File: src/mma_pkg.sv
// What this block does
// - Management clock may stop while bus idle
// - Data bits sampled on management clock rising edge
// - Bus address strapped at reset; answer only it
// - Direct frame reaches 32 registers of 16 bits
// - Frame starts with zero then one
// - Read: nobody drives line in first turnaround bit
// - Read: device drives zero, then 16 bits
// - Registers 0-31 reachable directly; all but 13 and 14 also indirectly
// - Control and address/data registers direct only
// - Only three target device codes accepted
// - Control bits 15:14 select address or data
// - Function 00: access the extended address pointer
// - Function 01: access pointed register, no increment
package mma_pkg;

	// ==========================================================
	// Register map and fields
	localparam logic [4:0] ACCESS_CONTROL_IDX = 5'h0D;
	localparam logic [4:0] ADDRESS_DATA_IDX = 5'h0E;
	localparam int unsigned CTRL_FN_HI = 15;
	localparam int unsigned CTRL_FN_LO = 14;
	localparam int unsigned CTRL_CODE_HI = 4;
	localparam int unsigned CTRL_CODE_LO = 0;
	localparam logic [15:0] CTRL_RESET = 16'h0000;
	localparam logic [15:0] PTR_RESET = 16'h0000;
	localparam logic [15:0] WORD_RESET = 16'h0000;
	localparam logic [1:0] FN_ADDRESS = 2'h0;
	localparam logic [1:0] FN_DATA = 2'h1;
	localparam logic [4:0] CODE_GENERAL = 5'h1F;
	localparam logic [4:0] CODE_EEE_A = 5'h03;
	localparam logic [4:0] CODE_EEE_B = 5'h07;
	localparam logic [1:0] SLOT_GENERAL = 2'h0;
	localparam logic [1:0] SLOT_EEE_A = 2'h1;
	localparam logic [1:0] SLOT_EEE_B = 2'h2;
	// Extended words kept per device code, indexed by low pointer bits
	localparam int unsigned EXT_AW = 4;
	localparam int unsigned STD_AW = 5;

	// ==========================================================
	// Frame layout
	localparam logic [1:0] OP_READ = 2'h2;
	localparam logic [1:0] OP_WRITE = 2'h1;
	localparam logic [4:0] CNT_OP_LAST = 5'h01;
	localparam logic [4:0] CNT_ADDR_LAST = 5'h04;
	localparam logic [4:0] CNT_TA_LAST = 5'h01;
	localparam logic [4:0] CNT_DATA_LAST = 5'h0F;
	localparam logic [4:0] CNT_ZERO = 5'h00;
	localparam logic [4:0] CNT_ONE = 5'h01;
	localparam logic [1:0] STRAP_SETTLE = 2'h2;

	typedef enum logic [6:0] {
		ST_IDLE = 7'b0000001,
		ST_START = 7'b0000010,
		ST_OP = 7'b0000100,
		ST_PHY = 7'b0001000,
		ST_REG = 7'b0010000,
		ST_TA = 7'b0100000,
		ST_DATA = 7'b1000000
	} mma_state_t;

	typedef struct packed {
		logic [1:0] op;
		logic [4:0] phy;
		logic [4:0] regad;
	} mma_hdr_t;

endpackage

File: src/mma_mdio_slave.sv
`timescale 1ns/1ps
module mma_mdio_slave (
	// Clock and reset
	input wire logic clk_i,
	input wire logic rst_i,
	// Management link
	input wire logic mdc_i,
	input wire logic mdio_i,
	output logic mdio_o,
	output logic mdio_oe_o,
	// Address straps
	input wire logic [2:0] phy_addr_strap_i
);

	// ==========================================================
	// Helpers
	function automatic logic code_ok(input logic [4:0] code);
		return (code == mma_pkg::CODE_GENERAL) || (code == mma_pkg::CODE_EEE_A) ||
			(code == mma_pkg::CODE_EEE_B);
	endfunction

	function automatic logic [1:0] code_slot(input logic [4:0] code);
		if (code == mma_pkg::CODE_EEE_A) begin
			return mma_pkg::SLOT_EEE_A;
		end else if (code == mma_pkg::CODE_EEE_B) begin
			return mma_pkg::SLOT_EEE_B;
		end
		return mma_pkg::SLOT_GENERAL;
	endfunction

	// ==========================================================
	// Synchronisers
	logic mdc_s1_q, mdc_s2_q, mdc_s3_q;
	logic mdio_s1_q, mdio_s2_q;
	logic [2:0] strap_s1_q, strap_s2_q;
	logic rise;
	logic bit_in;

	always_ff @(posedge clk_i or posedge rst_i) begin
		if (rst_i) begin
			mdc_s1_q <= 1'b0;
			mdc_s2_q <= 1'b0;
			mdc_s3_q <= 1'b0;
			mdio_s1_q <= 1'b1;
			mdio_s2_q <= 1'b1;
			strap_s1_q <= 3'h0;
			strap_s2_q <= 3'h0;
		end else begin
			mdc_s1_q <= mdc_i;
			mdc_s2_q <= mdc_s1_q;
			mdc_s3_q <= mdc_s2_q;
			mdio_s1_q <= mdio_i;
			mdio_s2_q <= mdio_s1_q;
			strap_s1_q <= phy_addr_strap_i;
			strap_s2_q <= strap_s1_q;
		end
	end

	// Only rising edges advance the frame, so a stopped clock simply parks it
	assign rise = mdc_s2_q & ~mdc_s3_q;
	assign bit_in = mdio_s2_q;

	// ==========================================================
	// Strap capture after reset release
	logic [1:0] strap_cnt_q;
	logic [2:0] strap_q;
	logic strap_vld_q;

	always_ff @(posedge clk_i or posedge rst_i) begin
		if (rst_i) begin
			strap_cnt_q <= 2'h0;
			strap_q <= 3'h0;
			strap_vld_q <= 1'b0;
		end else if (!strap_vld_q) begin
			strap_cnt_q <= strap_cnt_q + 2'h1;
			if (strap_cnt_q == mma_pkg::STRAP_SETTLE) begin
				strap_q <= strap_s2_q;
				strap_vld_q <= 1'b1;
			end
		end
	end

	// ==========================================================
	// Frame receiver
	mma_pkg::mma_state_t state_q;
	mma_pkg::mma_hdr_t hdr_q;
	logic [4:0] cnt_q;
	logic [15:0] wdata_q;
	logic [15:0] wfull;
	logic addr_hit;
	logic rd_hit;
	logic commit;

	assign addr_hit = strap_vld_q && (hdr_q.phy == {2'h0, strap_q});
	assign rd_hit = addr_hit && (hdr_q.op == mma_pkg::OP_READ);
	assign wfull = {wdata_q[14:0], bit_in};
	assign commit = rise && (state_q == mma_pkg::ST_DATA) && (cnt_q == mma_pkg::CNT_DATA_LAST) &&
		addr_hit && (hdr_q.op == mma_pkg::OP_WRITE);

	always_ff @(posedge clk_i or posedge rst_i) begin
		if (rst_i) begin
			state_q <= mma_pkg::ST_IDLE;
			cnt_q <= mma_pkg::CNT_ZERO;
			hdr_q <= '0;
			wdata_q <= mma_pkg::WORD_RESET;
		end else if (rise) begin
			unique case (state_q)
				mma_pkg::ST_IDLE: begin
					if (!bit_in) begin
						state_q <= mma_pkg::ST_START;
					end
				end
				mma_pkg::ST_START: begin
					if (bit_in) begin
						state_q <= mma_pkg::ST_OP;
						cnt_q <= mma_pkg::CNT_ZERO;
					end
				end
				mma_pkg::ST_OP: begin
					hdr_q.op <= {hdr_q.op[0], bit_in};
					if (cnt_q == mma_pkg::CNT_OP_LAST) begin
						state_q <= mma_pkg::ST_PHY;
						cnt_q <= mma_pkg::CNT_ZERO;
					end else begin
						cnt_q <= cnt_q + mma_pkg::CNT_ONE;
					end
				end
				mma_pkg::ST_PHY: begin
					hdr_q.phy <= {hdr_q.phy[3:0], bit_in};
					if (cnt_q == mma_pkg::CNT_ADDR_LAST) begin
						state_q <= mma_pkg::ST_REG;
						cnt_q <= mma_pkg::CNT_ZERO;
					end else begin
						cnt_q <= cnt_q + mma_pkg::CNT_ONE;
					end
				end
				mma_pkg::ST_REG: begin
					hdr_q.regad <= {hdr_q.regad[3:0], bit_in};
					if (cnt_q == mma_pkg::CNT_ADDR_LAST) begin
						state_q <= mma_pkg::ST_TA;
						cnt_q <= mma_pkg::CNT_ZERO;
					end else begin
						cnt_q <= cnt_q + mma_pkg::CNT_ONE;
					end
				end
				mma_pkg::ST_TA: begin
					if (cnt_q == mma_pkg::CNT_TA_LAST) begin
						state_q <= mma_pkg::ST_DATA;
						cnt_q <= mma_pkg::CNT_ZERO;
					end else begin
						cnt_q <= cnt_q + mma_pkg::CNT_ONE;
					end
				end
				mma_pkg::ST_DATA: begin
					wdata_q <= wfull;
					if (cnt_q == mma_pkg::CNT_DATA_LAST) begin
						state_q <= mma_pkg::ST_IDLE;
						cnt_q <= mma_pkg::CNT_ZERO;
					end else begin
						cnt_q <= cnt_q + mma_pkg::CNT_ONE;
					end
				end
				default: begin
					state_q <= mma_pkg::ST_IDLE;
				end
			endcase
		end
	end

	// ==========================================================
	// Register target decode, shared by reads and writes
	logic [15:0] ctrl_q;
	logic [15:0] ptr_q;
	logic [15:0] direct_q [32];
	logic [15:0] ext_q [64];
	logic [1:0] fn;
	logic [4:0] code;
	logic sel_ctrl, sel_ptr, sel_dir, sel_ext;
	logic [4:0] dir_idx;
	logic [5:0] ext_idx;
	logic [15:0] rd_word;

	assign fn = ctrl_q[mma_pkg::CTRL_FN_HI:mma_pkg::CTRL_FN_LO];
	assign code = ctrl_q[mma_pkg::CTRL_CODE_HI:mma_pkg::CTRL_CODE_LO];

	always_comb begin
		sel_ctrl = 1'b0;
		sel_ptr = 1'b0;
		sel_dir = 1'b0;
		sel_ext = 1'b0;
		dir_idx = hdr_q.regad;
		ext_idx = {code_slot(code), ptr_q[mma_pkg::EXT_AW-1:0]};
		if (hdr_q.regad == mma_pkg::ACCESS_CONTROL_IDX) begin
			sel_ctrl = 1'b1;
		end else if (hdr_q.regad != mma_pkg::ADDRESS_DATA_IDX) begin
			sel_dir = 1'b1;
		end else if (code_ok(code)) begin
			if (fn == mma_pkg::FN_ADDRESS) begin
				sel_ptr = 1'b1;
			end else if (fn == mma_pkg::FN_DATA) begin
				if (ptr_q[15:mma_pkg::STD_AW] != '0) begin
					sel_ext = 1'b1;
				end else if (ptr_q[mma_pkg::STD_AW-1:0] != mma_pkg::ACCESS_CONTROL_IDX &&
					ptr_q[mma_pkg::STD_AW-1:0] != mma_pkg::ADDRESS_DATA_IDX) begin
					sel_dir = 1'b1;
					dir_idx = ptr_q[mma_pkg::STD_AW-1:0];
				end
			end
		end
	end

	always_comb begin
		rd_word = mma_pkg::WORD_RESET;
		if (sel_ctrl) begin
			rd_word = ctrl_q;
		end else if (sel_ptr) begin
			rd_word = ptr_q;
		end else if (sel_dir) begin
			rd_word = direct_q[dir_idx];
		end else if (sel_ext) begin
			rd_word = ext_q[ext_idx];
		end
	end

	// ==========================================================
	// Register storage
	always_ff @(posedge clk_i or posedge rst_i) begin
		if (rst_i) begin
			ctrl_q <= mma_pkg::CTRL_RESET;
		end else if (commit && sel_ctrl) begin
			ctrl_q <= wfull;
		end
	end

	always_ff @(posedge clk_i or posedge rst_i) begin
		if (rst_i) begin
			ptr_q <= mma_pkg::PTR_RESET;
		end else if (commit && sel_ptr) begin
			ptr_q <= wfull;
		end
	end

	always_ff @(posedge clk_i or posedge rst_i) begin
		if (rst_i) begin
			for (int i = 0; i < 32; i++) begin
				direct_q[i] <= mma_pkg::WORD_RESET;
			end
		end else if (commit && sel_dir) begin
			direct_q[dir_idx] <= wfull;
		end
	end

	always_ff @(posedge clk_i or posedge rst_i) begin
		if (rst_i) begin
			for (int i = 0; i < 64; i++) begin
				ext_q[i] <= mma_pkg::WORD_RESET;
			end
		end else if (commit && sel_ext) begin
			ext_q[ext_idx] <= wfull;
		end
	end

	// ==========================================================
	// Read driver: released in the first turnaround bit, zero in the second
	logic [15:0] shift_q;

	always_ff @(posedge clk_i or posedge rst_i) begin
		if (rst_i) begin
			mdio_o <= 1'b1;
			mdio_oe_o <= 1'b0;
			shift_q <= mma_pkg::WORD_RESET;
		end else if (rise) begin
			if (state_q == mma_pkg::ST_TA && cnt_q == mma_pkg::CNT_ZERO && rd_hit) begin
				mdio_oe_o <= 1'b1;
				mdio_o <= 1'b0;
				shift_q <= rd_word;
			end else if (mdio_oe_o && state_q == mma_pkg::ST_DATA &&
				cnt_q == mma_pkg::CNT_DATA_LAST) begin
				mdio_oe_o <= 1'b0;
				mdio_o <= 1'b1;
			end else if (mdio_oe_o) begin
				mdio_o <= shift_q[15];
				shift_q <= {shift_q[14:0], 1'b0};
			end
		end
	end
endmodule // mma_mdio_slave

File: config.mk
export PLATFORM = sky130hd
export DESIGN_NAME = mma_mdio_slave
export DESIGN_NICKNAME = d
export VERILOG_FILES = /design/src/mma_pkg.sv /design/src/mma_mdio_slave.sv
export SDC_FILE = /design/constraint.sdc
export NUM_CORES = 2
export LEC_CHECK = 0
export BUFFER_PORTS_ARGS = -buffer_cell sky130_fd_sc_hd__buf_2
export CAP_MARGIN = 10
export CORE_UTILIZATION = 55
export DETAILED_ROUTE_END_ITERATION = 10
export PLACE_DENSITY = 0.76
export RECOVER_POWER = 25
export SLEW_MARGIN = 10
export SYNTH_ARGS = -nofsm -noshare
export SYNTH_HDL_FRONTEND = slang
export SYNTH_SLANG_ARGS = --single-unit
File: constraint.sdc
create_clock -name clk_i -period 62.4 [get_ports clk_i]
set_clock_uncertainty 0.15 [all_clocks]
set_input_delay 15.6 -clock clk_i [delete_from_list [all_inputs] [get_ports clk_i]]
set_output_delay 15.6 -clock clk_i [all_outputs]
set_load 0.005 [all_outputs]
==> results.md <==
- Leak: 32.2 nW
- R2R depth: 12
- Hold_buf cts: 0
- Top-level I/O count: 9
- DR DRC count: 0
- Min-Delay Path Class: reg -> reg
- CTS H-tree depth: 4
- PwrDens: 27.0 mW/mm^2
- Syn-to-layout area delta: 9.11%
- Largest net degree at the start of global routing: 173
- Mean Syn Cell Area: 12.9 sq um
- Fin Setup TNS: 0 ps
- CP Class: in -> async
- Maxcap violations: 8
- Final Total Pwr: 1.80 mW
- Num rows: 122
- Initial antenna violation count: 5
- Routed len/inst: 27.5 um
- Total clock buffers created by CTS: 141
- Sink Count: 1386
- Worst Path Arrival: 18930 ps
- Number of enable flip-flop cells after synthesis: 0
- F_max: 54.4 MHz
- Status: finished with violations
- FF+latch count, synth: 1386
- Syn Nets: 4778
- Post-synthesis cell count: 4765
- Crit share post-route: 29.4%
- Register area share after synthesis: 56.7%
- Core Area: 0.111 sq mm
- Final WL: 170000 um
- Ant diodes: 0
- Final nets: 4581
- Layout cells sized above 1: 35.5%
- Async S/R FF share, synth: 100%
- Die width: 336 um
- RSZ-0062 raised after global routing: false
- Initial DRC count: 4260
- Initial core utilization: 55.4%
- Mapped Area: 0.0612 sq mm
- Vias: 41100
- GRT Util Overall: 30.4%
- CP endpoint kind: async pin
- Worst-skew pair later-pin latency: 770 ps
- Worst slew pin tran: 3480 ps
- Hold Crit Depth: 0
- Placed insts: 5913
- Endpoints failing setup: 0
- Final Max Tran Viols: 304
- GR Overflow Total: 0
- Vias in the first global route: 41800
- Synth warn: 0
- Crit Path Max Fanout: 172
- Unique cell type count in the Yosys netlist: 84
- Layout Cells excl Fill: 6169
- CTS root buf: clkbuf_16
- Final hold violations: 0
- Failing checks: max-capacitance violations, max-slew violations
- Setup bufs post-CTS: 0
- Die ar.: 0.113 sq mm
- Die H: 336 um
- TritonCTS clock tree: done
- Worst-path clk slew: 60 ps
- Vias/cell: 6.66
- ANT nets after route: 0
- Final instance area: 0.0668 sq mm
- Util after Layout: 60.5%
- Ys flop type: dfrtp_1
- Buffer depth of the longest clock path: 3
- Worst vdd ir: 25.2 uV
- Min cycle time layout: 18370 ps
- Hpwl dp: 97700 um
- Wire length of the first global-routing pass: 260000 um
- Area of placed instances: 0.0622 sq mm
- Port Buffer Count: 8
- Post_cts resized: 0
- Global placement routability congestion: 0.879
- Slew HR: -132%
- DR pass1 iterations: 7
- Required time worst endpoint: 62960 ps
- CP Launch Type: input pin
-- layout make-up --
type	instances	area, sq um
fillers	8472	43700
flip-flops and latches	1386	34700
multi-input cells	2905	24500
clock buffers	217	4310
well taps	1488	1860
repair buffers	116	808
clock inverters	39	488
inverters	18	75.1
-- cell families after synthesis --
family | after synthesis | synth area share [%]
flops | 1386 | 56.7
mux | 1337 | 24.5
compound gates | 988 | 11.0
simple gates | 568 | 4.49
buf+inv | 474 | 3.18
xor+xnor | 6 | 0.0858
fa+ha+maj | 6 | 0.123
-- synth_stat cells (18+ instances only) --
cell type	count	area, sq um
nor3_1	42	210
nand3_1	37	185
o22ai_1	253	1580
o211ai_1	20	150
mux2_2	1293	14600
inv_1	18	67.6
nor4_1	43	269
nand2_1	176	661
mux2i_1	43	430
nand2_2	21	131
o21ai_0	158	791
buf_1	80	300
nor2_1	146	548
o221ai_1	26	228
a221oi_1	88	771
a21oi_1	133	666
clkbuf_1	300	1130
a22oi_1	145	1090
buf_2	63	315
a221o_1	21	210
dfrtp_1	1382	34600
-- metrics by stage --
step                      hold slack (ps)  worst slack, ps
after floorplan                       181             7580
after global placement                186            43230
after detailed placement              186            43210
after CTS                             199            44020
after global routing                  202            43550
final                                 197            44030
-- critical path: stages --
cell    delay [ps]
buf_2          130
inv_8          490
buf_4          700
buf_12         670
buf_4          940
-- power by group --
part	internal, mW	switching (mW)	total (mW)
registers	0.901	0.00308	0.904
logic	0.00494	0.0259	0.0308
clock network	0.508	0.362	0.869
total	1.41	0.391	1.80
-- worst paths after layout --
path	start	endpoint	slack, ps
min in group asynchronous	rst_i	direct_q[478]	14800
worst max-delay path	rst_i	ext_q[460]	44030
worst max register to register	ptr_q[1]	shift_q[1]	53410
max in group clk_i	mdio_o	mdio_o	45270
worst min-delay path	strap_s1_q[2]	strap_s2_q[2]	200
worst min register to register	strap_s1_q[2]	strap_s2_q[2]	200
-- metal layers --
| metal | wire, um | vias up | track usage (%) |
|---|---|---|---|
| li1 | - | 17300 | - |
| met1 | 69000 | 21500 | 41.0 |
| met2 | 79100 | 1802 | 48.0 |
| met3 | 13500 | 442 | 5.37 |
| met4 | 7980 | 2 | 14.0 |
| met5 | 8 | - | 0 |
-- flip-flops by register name, summed over array words and instances (netlist names) --
| name | count |
|---|---|
| bit_in | 1 |
| cnt_q | 5 |
| ctrl_q | 16 |
| direct_q | 512 |
| ext_q | 768 |
| hdr_q | 12 |
| mdc_s1_q | 1 |
| mdc_s2_q | 1 |
| mdc_s3_q | 1 |
| mdio_o | 1 |
| mdio_oe_o | 1 |
| mdio_s1_q | 1 |
| ptr_q | 16 |
| shift_q | 16 |
| state_q | 7 |
| strap_cnt_q | 2 |
| strap_q | 3 |
| strap_s1_q | 3 |
| strap_s2_q | 3 |
| strap_vld_q | 1 |
| wdata_q | 15 |
-- layout by cell type (no fill, tap or decap), drive strengths merged, types with 11 or more instances in the layout --
cell	instances
a211oi	17
a21oi	133
a221o	21
a221oi	93
a22o	12
a22oi	145
a31oi	16
buf	98
clkbuf	235
clkinv	25
dfrtp	1382
inv	24
mux2	1293
mux2i	43
nand2	197
nand2b	14
nand3	39
nor2	155
nor3	44
nor4	43
o211ai	20
o21ai	162
o221ai	26
o22a	17
o22ai	253
or3	13
or4	11
Note: power is estimated with default switching activity, not from simulation.
